==> src/hw/fod_pkg.sv <==
// package for the fieldbus object dictionary block
// assumes one clock domain; all users write fod_pkg::name
package fod_pkg;
    // ------------------------------------------------------------
    // object indexes and subindex figures
    // ------------------------------------------------------------
    localparam logic [15:0] IDX_DEV_KIND = 16'h1000;
    localparam logic [15:0] IDX_FAULT = 16'h1001;
    localparam logic [15:0] IDX_IDENT = 16'h1018;
    localparam logic [15:0] IDX_MOD_CMD = 16'h2010;
    localparam logic [15:0] IDX_MOD_WIN = 16'h2011;
    localparam logic [15:0] IDX_MOT_WIN = 16'h2012;
    localparam logic [7:0] SUB_COUNT = 8'h00;
    localparam logic [7:0] SUB_VENDOR = 8'h01;
    localparam logic [7:0] SUB_PRODUCT = 8'h02;
    localparam logic [7:0] SUB_REVISION = 8'h03;
    localparam logic [7:0] SUB_SERIAL = 8'h04;
    localparam logic [7:0] IDENT_COUNT = 8'h04;
    localparam logic [7:0] MOD_COUNT = 8'h3f;
    localparam logic [7:0] MOT_COUNT = 8'hfe;
    localparam logic [5:0] MOD_CMD_NUM = 6'h0f;
    localparam logic [5:0] MOD_RW_ONE = 6'h03;
    localparam logic [5:0] MOD_RW_LO = 6'h06;
    localparam logic [5:0] MOD_RW_HI = 6'h1f;
    localparam logic [31:0] MOD_RST = 32'h0000_0000;
    // ------------------------------------------------------------
    // fault summary layout; bit 6 is reserved and reads zero
    // ------------------------------------------------------------
    localparam int FB_GENERIC = 0;
    localparam logic [7:0] FAULT_MASK = 8'hbe;
    // ------------------------------------------------------------
    // abort codes returned on a refused access
    // ------------------------------------------------------------
    localparam logic [31:0] ABORT_READ_ONLY = 32'h0000_0001;
    localparam logic [31:0] ABORT_WRITE_ONLY = 32'h0000_0002;
    localparam logic [31:0] ABORT_NO_OBJECT = 32'h0000_0003;
    // ------------------------------------------------------------
    // network management service categories and reply kinds
    // ------------------------------------------------------------
    localparam logic [2:0] CAT_STATE_CMD = 3'h0;
    localparam logic [2:0] CAT_RESPONSE = 3'h2;
    localparam logic [1:0] KIND_STATE = 2'h0;
    localparam logic [1:0] KIND_IDENT = 2'h1;
    localparam logic [1:0] KIND_STATUS = 2'h2;
    localparam logic [15:0] STATUS_PAD = 16'h0000;
    // ------------------------------------------------------------
    // carriers
    // ------------------------------------------------------------
    typedef struct packed {
        logic write;
        logic [15:0] index;
        logic [7:0] sub;
        logic [31:0] wdata;
    } fod_req_s;
    typedef struct packed {
        logic abort;
        logic [31:0] data;
    } fod_rsp_s;
    typedef struct packed {
        logic write;
        logic [7:0] num;
        logic [31:0] wdata;
    } fod_mot_s;
    typedef struct packed {
        logic [2:0] cat;
        logic [1:0] kind;
        logic [7:0] state;
    } fod_nmt_s;
    // module window subindexes that take writes
    function automatic logic mod_writable(input logic [5:0] num);
        return (num == MOD_RW_ONE) || ((num >= MOD_RW_LO) && (num <= MOD_RW_HI));
    endfunction
endpackage

==> src/hw/fod_object_dict.sv <==
// object dictionary and network management slave of the node
// assumes requests arrive from framing logic on the same clock
`timescale 1ns/1ns
module fod_object_dict
#(
    // identity words; all values arbitrary
    parameter logic [31:0] DEV_KIND = 32'h0000_0191,
    parameter logic [31:0] VENDOR_CODE = 32'h0000_0a5a,
    parameter logic [31:0] PRODUCT_CODE = 32'h0000_0c3c,
    parameter logic [31:0] REVISION_NO = 32'h0000_0001,
    parameter logic [31:0] SERIAL_NO = 32'h0000_0001,
    // command word that asks for a save to flash
    parameter logic [31:0] SAVE_CMD = 32'h0000_0002
)
(
    // clock and reset
    input wire logic clock,
    input wire logic sys_rst,
    // dictionary request from the service data transfer logic
    input wire logic req_valid,
    input wire fod_pkg::fod_req_s req,
    output logic req_ready_q,
    // dictionary answer
    output logic rsp_valid_q,
    output fod_pkg::fod_rsp_s rsp_q,
    // motor register access
    output logic mot_valid_q,
    output fod_pkg::fod_mot_s mot_q,
    input wire logic mot_ack,
    input wire logic [31:0] mot_rdata,
    // module side
    input wire logic upd_we,
    input wire logic [5:0] upd_num,
    input wire logic [31:0] upd_data,
    output logic cmd_valid_q,
    output logic [31:0] cmd_word_q,
    output logic save_flash_q,
    output logic mod_dirty_q,
    // faults and poll reply flag
    input wire logic [7:0] fault_in,
    output logic error_new_q,
    // network management services
    input wire logic nmt_valid,
    input wire fod_pkg::fod_nmt_s network_management,
    input wire logic iso_active,
    output logic [7:0] nmt_state_q,
    output logic reply_valid_q,
    output logic [1:0] reply_kind_q,
    output logic [31:0] reply_word_q,
    output logic svc_refused_q
);
    // ------------------------------------------------------------
    // internal signals
    // ------------------------------------------------------------
    typedef enum {S_IDLE, S_MOTOR} fod_state_e;
    fod_state_e st_q; // request sequencer state
    logic [7:0] fault_q; // fault summary
    logic [7:0] last_new_q; // bits that rose last
    logic [31:0] mod_rdata; // module window read data
    logic take; // request accepted this cycle
    logic dec_abort; // decoded access refused
    logic [31:0] dec_data; // decoded read data or abort code
    logic dec_mod_we; // decoded module window write
    logic [5:0] dec_num; // module register number
    logic dec_mot; // decoded motor access
    logic mod_we; // module write strobe

    assign take = req_valid && req_ready_q;
    assign mod_we = take && dec_mod_we;

    // ------------------------------------------------------------
    // leaf instances
    // ------------------------------------------------------------
    // fault summary and error-new toggle
    fod_fault_track u_fault
    (
        .clock(clock),
        .sys_rst(sys_rst),
        .fault_in(fault_in),
        .fault_q(fault_q),
        .error_new_q(error_new_q),
        .last_new_q(last_new_q)
    );
    // module registers, saved on command
    fod_modreg_file u_modreg
    (
        .clock(clock),
        .sys_rst(sys_rst),
        .dict_we(mod_we),
        .dict_num(dec_num),
        .dict_data(req.wdata),
        .upd_we(upd_we),
        .upd_num(upd_num),
        .upd_data(upd_data),
        .rd_num(req.sub[5:0]),
        .rd_data(mod_rdata),
        .save_done(save_flash_q),
        .dirty_q(mod_dirty_q)
    );

    // ------------------------------------------------------------
    // object decode
    // ------------------------------------------------------------
    // index then subindex, refused accesses turn into aborts
    always_comb
    begin
        dec_abort = 1'b0;
        dec_data = 32'h0000_0000;
        dec_mod_we = 1'b0;
        dec_num = req.sub[5:0];
        dec_mot = 1'b0;
        // device kind word
        if (req.index == fod_pkg::IDX_DEV_KIND && req.sub == fod_pkg::SUB_COUNT)
        begin
            dec_abort = req.write;
            dec_data = req.write ? fod_pkg::ABORT_READ_ONLY : DEV_KIND;
        end
        // fault summary byte, zero extended
        else if (req.index == fod_pkg::IDX_FAULT && req.sub == fod_pkg::SUB_COUNT)
        begin
            dec_abort = req.write;
            dec_data = req.write ? fod_pkg::ABORT_READ_ONLY : {24'h000000, fault_q};
        end
        // identity record
        else if (req.index == fod_pkg::IDX_IDENT && req.sub <= fod_pkg::IDENT_COUNT)
        begin
            if (req.write)
            begin
                dec_abort = 1'b1;
                dec_data = fod_pkg::ABORT_READ_ONLY;
            end
            else if (req.sub == fod_pkg::SUB_COUNT)
                dec_data = {24'h000000, fod_pkg::IDENT_COUNT};
            else if (req.sub == fod_pkg::SUB_VENDOR)
                dec_data = VENDOR_CODE;
            else if (req.sub == fod_pkg::SUB_PRODUCT)
                dec_data = PRODUCT_CODE;
            else if (req.sub == fod_pkg::SUB_REVISION)
                dec_data = REVISION_NO;
            else
                dec_data = SERIAL_NO;
        end
        // module command, write only
        else if (req.index == fod_pkg::IDX_MOD_CMD && req.sub == fod_pkg::SUB_COUNT)
        begin
            dec_num = fod_pkg::MOD_CMD_NUM;
            dec_mod_we = req.write;
            dec_abort = !req.write;
            dec_data = req.write ? 32'h0000_0000 : fod_pkg::ABORT_WRITE_ONLY;
        end
        // module window count
        else if (req.index == fod_pkg::IDX_MOD_WIN && req.sub == fod_pkg::SUB_COUNT)
        begin
            dec_abort = req.write;
            dec_data = req.write ? fod_pkg::ABORT_READ_ONLY : {24'h000000, fod_pkg::MOD_COUNT};
        end
        // module window words
        else if (req.index == fod_pkg::IDX_MOD_WIN && req.sub <= fod_pkg::MOD_COUNT)
        begin
            if (!req.write)
                dec_data = mod_rdata;
            else if (fod_pkg::mod_writable(req.sub[5:0]))
                dec_mod_we = 1'b1;
            else
            begin
                dec_abort = 1'b1;
                dec_data = fod_pkg::ABORT_READ_ONLY;
            end
        end
        // motor window count
        else if (req.index == fod_pkg::IDX_MOT_WIN && req.sub == fod_pkg::SUB_COUNT)
        begin
            dec_abort = req.write;
            dec_data = req.write ? fod_pkg::ABORT_READ_ONLY : {24'h000000, fod_pkg::MOT_COUNT};
        end
        // motor window words go out to the motor
        else if (req.index == fod_pkg::IDX_MOT_WIN && req.sub <= fod_pkg::MOT_COUNT)
            dec_mot = 1'b1;
        // anything else is absent
        else
        begin
            dec_abort = 1'b1;
            dec_data = fod_pkg::ABORT_NO_OBJECT;
        end
    end

    // ------------------------------------------------------------
    // request sequencer
    // ------------------------------------------------------------
    // local objects answer next cycle; motor words wait for ack
    always_ff @(posedge clock)
    begin
        if (sys_rst)
        begin
            st_q <= S_IDLE;
            req_ready_q <= 1'b1;
        end
        else
        begin
            case (st_q)
                S_IDLE:
                begin
                    // hold off new requests during a motor access
                    if (take && dec_mot)
                    begin
                        st_q <= S_MOTOR;
                        req_ready_q <= 1'b0;
                    end
                end
                S_MOTOR:
                begin
                    // reopen once the motor answers
                    if (mot_ack)
                    begin
                        st_q <= S_IDLE;
                        req_ready_q <= 1'b1;
                    end
                end
                default:
                begin
                    st_q <= S_IDLE;
                    req_ready_q <= 1'b1;
                end
            endcase
        end
    end

    // motor request stands until acknowledged
    always_ff @(posedge clock)
    begin
        if (sys_rst)
        begin
            mot_valid_q <= 1'b0;
            mot_q <= '0;
        end
        else if (take && dec_mot)
        begin
            mot_valid_q <= 1'b1;
            mot_q.write <= req.write;
            mot_q.num <= req.sub;
            mot_q.wdata <= req.wdata;
        end
        else if (mot_ack)
            mot_valid_q <= 1'b0;
    end

    // answer pulse for local objects and finished motor accesses
    always_ff @(posedge clock)
    begin
        if (sys_rst)
        begin
            rsp_valid_q <= 1'b0;
            rsp_q <= '0;
        end
        else if (st_q == S_MOTOR && mot_ack)
        begin
            rsp_valid_q <= 1'b1;
            rsp_q.abort <= 1'b0;
            rsp_q.data <= mot_q.write ? 32'h0000_0000 : mot_rdata;
        end
        else if (take && !dec_mot)
        begin
            rsp_valid_q <= 1'b1;
            rsp_q.abort <= dec_abort;
            rsp_q.data <= dec_data;
        end
        else
            rsp_valid_q <= 1'b0;
    end

    // ------------------------------------------------------------
    // module command path
    // ------------------------------------------------------------
    // a write to word 15 by either object issues the command
    always_ff @(posedge clock)
    begin
        if (sys_rst)
        begin
            cmd_valid_q <= 1'b0;
            cmd_word_q <= 32'h0000_0000;
            save_flash_q <= 1'b0;
        end
        else if (mod_we && dec_num == fod_pkg::MOD_CMD_NUM)
        begin
            cmd_valid_q <= 1'b1;
            cmd_word_q <= req.wdata;
            save_flash_q <= (req.wdata == SAVE_CMD);
        end
        else
        begin
            cmd_valid_q <= 1'b0;
            save_flash_q <= 1'b0;
        end
    end

    // ------------------------------------------------------------
    // network management slave
    // ------------------------------------------------------------
    // node state follows the managing node's state commands only
    always_ff @(posedge clock)
    begin
        if (sys_rst)
            nmt_state_q <= 8'h00;
        else if (nmt_valid && network_management.cat == fod_pkg::CAT_STATE_CMD)
            nmt_state_q <= network_management.state;
    end

    // response services; categories other than response and state command are refused
    always_ff @(posedge clock)
    begin
        if (sys_rst)
        begin
            reply_valid_q <= 1'b0;
            reply_kind_q <= fod_pkg::KIND_STATE;
            reply_word_q <= 32'h0000_0000;
            svc_refused_q <= 1'b0;
        end
        else
        begin
            reply_valid_q <= 1'b0;
            svc_refused_q <= 1'b0;
            if (nmt_valid && network_management.cat == fod_pkg::CAT_RESPONSE)
            begin
                reply_kind_q <= network_management.kind;
                if (network_management.kind == fod_pkg::KIND_STATE)
                begin
                    reply_valid_q <= 1'b1;
                    reply_word_q <= {24'h000000, nmt_state_q};
                end
                else if (network_management.kind == fod_pkg::KIND_IDENT)
                begin
                    reply_valid_q <= 1'b1;
                    reply_word_q <= VENDOR_CODE;
                end
                else if (network_management.kind == fod_pkg::KIND_STATUS && !iso_active)
                begin
                    reply_valid_q <= 1'b1;
                    reply_word_q <= {fod_pkg::STATUS_PAD, last_new_q, fault_q};
                end
                else
                    svc_refused_q <= 1'b1;
            end
            else if (nmt_valid && network_management.cat != fod_pkg::CAT_STATE_CMD)
                svc_refused_q <= 1'b1;
        end
    end
endmodule // fod_object_dict

==> src/hw/fod_fault_track.sv <==
// fault summary register and error-new toggle
// assumes fault conditions come from logic on the same clock
`timescale 1ns/1ns
module fod_fault_track
(
    // clock and reset
    input wire logic clock,
    input wire logic sys_rst,
    // live fault conditions, one per summary bit
    input wire logic [7:0] fault_in,
    // summary, toggle flag and bits that rose last
    output logic [7:0] fault_q,
    output logic error_new_q,
    output logic [7:0] last_new_q
);
    // ------------------------------------------------------------
    // new-fault detection
    // ------------------------------------------------------------
    logic [7:0] fault_d; // masked summary with generic bit
    logic [7:0] rise; // bits that were clear and are now set
    always_comb
    begin
        fault_d = fault_in & fod_pkg::FAULT_MASK;
        fault_d[fod_pkg::FB_GENERIC] = |fault_d;
        rise = fault_d & ~fault_q;
    end
    // summary register, read only from the dictionary side
    always_ff @(posedge clock)
    begin
        if (sys_rst)
            fault_q <= 8'h00;
        else
            fault_q <= fault_d;
    end
    // invert the flag once in each cycle in which any bit rises, never drive a level
    always_ff @(posedge clock)
    begin
        if (sys_rst)
        begin
            error_new_q <= 1'b0;
            last_new_q <= 8'h00;
        end
        else if (|rise)
        begin
            error_new_q <= ~error_new_q;
            last_new_q <= rise;
        end
    end
endmodule // fod_fault_track

==> src/hw/fod_modreg_file.sv <==
// module register file behind the module window, 63 words
// assumes both write ports are on the same clock; module side wins
`timescale 1ns/1ns
module fod_modreg_file
(
    // clock and reset
    input wire logic clock,
    input wire logic sys_rst,
    // dictionary write port
    input wire logic dict_we,
    input wire logic [5:0] dict_num,
    input wire logic [31:0] dict_data,
    // module-side update port for status words
    input wire logic upd_we,
    input wire logic [5:0] upd_num,
    input wire logic [31:0] upd_data,
    // read port and save handshake
    input wire logic [5:0] rd_num,
    output logic [31:0] rd_data,
    input wire logic save_done,
    output logic dirty_q
);
    // ------------------------------------------------------------
    // storage, index 0 unused
    // ------------------------------------------------------------
    logic [31:0] mem_q [0:63];
    // word writes; only writable numbers accepted from the dictionary
    always_ff @(posedge clock)
    begin
        if (sys_rst)
        begin
            for (int i = 0; i < 64; i++)
                mem_q[i] <= fod_pkg::MOD_RST;
        end
        else if (upd_we)
            mem_q[upd_num] <= upd_data;
        else if (dict_we && (fod_pkg::mod_writable(dict_num) || dict_num == fod_pkg::MOD_CMD_NUM))
            mem_q[dict_num] <= dict_data;
    end
    // changes stay volatile until saved; a new change beats the save
    always_ff @(posedge clock)
    begin
        if (sys_rst)
            dirty_q <= 1'b0;
        else if (dict_we && dict_num != fod_pkg::MOD_CMD_NUM)
            dirty_q <= 1'b1;
        else if (save_done)
            dirty_q <= 1'b0;
    end
    // read mux
    assign rd_data = mem_q[rd_num];
endmodule // fod_modreg_file

==> config.mk <==
export PLATFORM = sky130hd
export DESIGN_NAME = fod_object_dict
export DESIGN_NICKNAME = d
export VERILOG_FILES = /design/src/hw/fod_pkg.sv /design/src/hw/fod_object_dict.sv /design/src/hw/fod_fault_track.sv /design/src/hw/fod_modreg_file.sv
export SDC_FILE = /design/constraint.sdc
export NUM_CORES = 2
export LEC_CHECK = 0
export BUFFER_PORTS_ARGS = -buffer_cell sky130_fd_sc_hd__buf_2
export CORE_MARGIN = 4
export CORE_UTILIZATION = 25
export CTS_CLUSTER_SIZE = 28
export DETAILED_ROUTE_END_ITERATION = 10
export PLACE_DENSITY = 0.4
export SYNTH_ARGS = -nofsm -noshare
export SYNTH_HDL_FRONTEND = slang
export SYNTH_SLANG_ARGS = --single-unit
==> constraint.sdc <==
create_clock -name clock -period 11.2 [get_ports clock]
set_clock_uncertainty 0.15 [all_clocks]
set_input_delay 1.12 -clock clock [delete_from_list [all_inputs] [get_ports clock]]
set_output_delay 1.12 -clock clock [all_outputs]
set_load 0.05 [all_outputs]
==> run_results.csv <==
group,metric,value,unit
critical_path,end_kind,"register",
yosys,synth.avg_cell_area,14.4,sq um
layout,nets,6937,
outcome,outcome,"finished, final reports clean",
yosys,ys_top_cells_by_count,"2,151 x nor2_1, 2,048 x edfxtp_1, 584 x mux4_2",
route,wire_per_inst,30.7,microns
route,ant_nets,0,
yosys,synth.most_common_cell,"nor2_1",
power_and_ir_drop,p_switching,4.56,mW
yosys,synth_warnings,0,
yosys,synthTopCellsByArea,"edfxtp_1 65%, mux4_2 14%, nor2_1 8.5%",
route,vias_per_cell,4.96,
layout,nFillCells,37900,
grt,grt-ovfl-total,0,
sta,final_max_slew_viol_count,0,
placed_design,placedCellCount,11600,
route,vias,59500,
clock_tree,clk_pin_slew_worst_paths,0.06,ns
critical_path,crit_end,"rsp_q[8]$_SDFFE_PP0P_",
critical_path,r2r.worst_path.cells,7,
clock_tree,cts_resized,0,
critical_path,cp-start-kind,"input pin",
placed_design,routabilityCongestion,0.847,
floorplan,dieArea,390000,sq um
flow_run,cap_violations,0,
power_and_ir_drop,power,18.7,mW
clock_tree,cts_root_buffer,"clkbuf_16",
power_and_ir_drop,p_sw_share,24.4,%
grt,track_usage,18.5,%
floorplan,ios,312,
layout,design_area,111000,sq um
critical_path,r2r-end,"u_modreg.mem_q[53][2]$_SDFFCE_PN0P_",
sta,setup_viol_count_final,0,
sta,hold_slack,0.289,ns
critical_path,crit_path_start,"req[32]",
route,drc,0,
route,drt_iter0_drc,6949,
placed_design,dpl-instance-area,103000,sq um
clock_tree,htree_levels,4,
route,finalWirelength,368,mm
critical_path,crit_type,"in2reg",
yosys,yosys_most_used_dff,"edfxtp_1",
grt,grt_max_degree,104,
layout,fin_cells,12000,
sta,final_hold_viol_count,0,
floorplan,die-width,624,microns
clock_tree,ctsHoldBuffers,0,
clock_tree,cts_tree,"done",
yosys,synth-edff-count,2048,
grt,antenna_found_initial,26,
sta,worstMarginPinSlew,1.23,ns
sta,maxSlewHeadroom,17.6,%
clock_tree,cts_buffers,241,
power_and_ir_drop,power.density,169,nW/um^2
power_and_ir_drop,p_int,14.1,mW
critical_path,r2r-start,"req_ready_q$_SDFFE_PP1P_",
route,first_pass_iters,6,
placed_design,port_buffers,292,
critical_path,cp_max_fo,47,
yosys,synth_largest_area_cell,"edfxtp_1",
sta,setup-tns-final,0,ns
yosys,synth_cells,6612,
yosys,ys_ff_latch,2203,
floorplan,coreArea,379000,sq um
grt,grt_pass1_vias,60600,
critical_path,crit_arrival,6.75,ns
layout,syn2layout_area_growth,16.4,%
yosys,yosysSeqAreaShare,68.0,%
floorplan,start_util,25.1,%
sta,max_clock_freq,163,MHz
yosys,synthDistinctLibCells,75,
layout,drive_above_1_share,23.7,%
grt,grt_pass1_wl,507,mm
placed_design,hpwl,216,mm
worst_hold_path,hold_path.class,"reg2reg",
power_and_ir_drop,power.clock.fraction,40.6,%
floorplan,die_y,624,microns
sta,finalCritPeriodShare,54.8,%
clock_tree,clkLatencyLatePin,0.93,ns
yosys,yosys.area.top_type_share,64.7,%
sta,min_period,6.13,ns
yosys,synth_area,95000,sq um
critical_path,timing.reg2reg.setup_slack,6.64,ns
sta,rsz0062_at_grt,"false",
power_and_ir_drop,combPwrFrac,8.6,%
clock_tree,clockBufferDepth,4,
clock_tree,cts_sinks,2203,
clock_tree,postCtsSetupBuffers,0,
critical_path,cp_data_required_time,11.82,ns
yosys,synthArstFlopShare,0,%
power_and_ir_drop,vdd_drop_max,0.000123,V
floorplan,rows,226,
power_and_ir_drop,seq_power_share,50.8,%
power_and_ir_drop,power.leakage,36.0,nW
kinds of logic after synthesis:
| group | share of synthesized area (%) |
|---|---|
| AND/OR/NAND/NOR | 11.5 |
| flip-flops | 68.0 |
| multiplexers | 14.8 |
| buffers and inverters | 2.82 |
| AO/OA/AOI/OAI | 2.84 |
| XOR/XNOR | 0.00922 |
| other | 0.00395 |
sequential cells by signal, indices dropped and copies added (netlist names), 2 cells and up:
name and cells:
u_modreg.mem_q 2048, mot_q 41, rsp_q 33, cmd_word_q 32
reply_word_q 15, nmt_state_q 8, u_fault.fault_q 7, u_fault.last_new_q 7
reply_kind_q 2
power groups by stage:
stage | combinational, mW | clock [mW] | sequential [mW]
after floorplan | 0.859 | 0 | 9.63
after global placement | 1.62 | 0 | 9.63
after detailed placement | 1.62 | 0 | 9.65
after CTS | 1.63 | 7.77 | 9.48
after global routing | 1.67 | 8.10 | 9.51
final | 1.60 | 7.59 | 9.48
worst min-delay path by stage:
stage | start | end | slack [ns] | cells past startpoint
floorplan | u_fault.last_new_q[2]$_SDFFE_PP0P_ | u_fault.last_new_q[2]$_SDFFE_PP0P_ | 0.29 | 2
global placement | reply_word_q[7]$_SDFFE_PP0P_ | reply_word_q[7]$_SDFFE_PP0P_ | 0.28 | 2
detailed placement | reply_word_q[5]$_SDFFE_PP0P_ | reply_word_q[5]$_SDFFE_PP0P_ | 0.28 | 2
CTS | fault_in[7] | u_fault.fault_q[7]$_SDFF_PP0_ | 0.25 | 2
global route | network_management[4] | nmt_state_q[4]$_SDFFE_PP0P_ | 0.28 | 3
finish | reply_word_q[5]$_SDFFE_PP0P_ | reply_word_q[5]$_SDFFE_PP0P_ | 0.29 | 2
area by class of cell:
cell class                      count  area, sq um  share of cell area (%)
Sequential cell                  2203        64600                    58.4
Multi-Input combinational cell   3776        28900                    26.1
Clock buffer                      315         6470                    5.86
Tap cell                         5016         6280                    5.68
Timing Repair Buffer              553         3510                    3.17
Clock inverter                    113          726                   0.656
Antenna cell                       14         35.0                  0.0317
Inverter                            7         33.8                  0.0306
layer usage:
layer	GRT usage [%]	wire (microns)	vias to the layer above	part of all wire, %
li1	-	-	24800	-
met1	25.8	160000	32100	44
met2	30.1	175000	2183	48
met3	2.82	23400	441	6.3
met4	4.43	9440	0	2.6
met5	0	0	-	0
per-stage QoR:
step | setup WS [ns] | util [%]
6_report | 5.07 | 29.2
5_1_grt | 4.82 | 29.2
4_1_cts | 5.12 | 29.2
3_5_place_dp | 4.16 | 27.3
3_3_place_gp | 4.09 | 27.3
2_1_floorplan | 6.42 | -
worst max-delay path, cell delays in order:
cell,delay (ns)
buf_8,0.44
buf_4,0.67
buf_4,0.78
buf_4,0.95
mux4_2,0.60
mux4_2,0.52
a22oi_1,0.66
nand2_1,0.26
a221oi_1,0.34
nor3_1,0.08
cells in the final DEF (no fill, tap or decap), types with 25 or more instances in the layout:
cell type	count
a21oi_1	131
a22o_1	40
a22oi_1	37
buf_2	287
buf_4	258
clkbuf_1	60
clkbuf_16	245
clkinv_1	61
clkinv_2	39
dfxtp_1	155
edfxtp_1	2048
mux2i_1	38
mux2i_4	32
mux4_2	584
nand2_1	238
nand2b_2	64
nand4_1	39
nor2_1	2147
nor3_1	25
o22ai_4	32
Power figures use the tool's default switching activity.
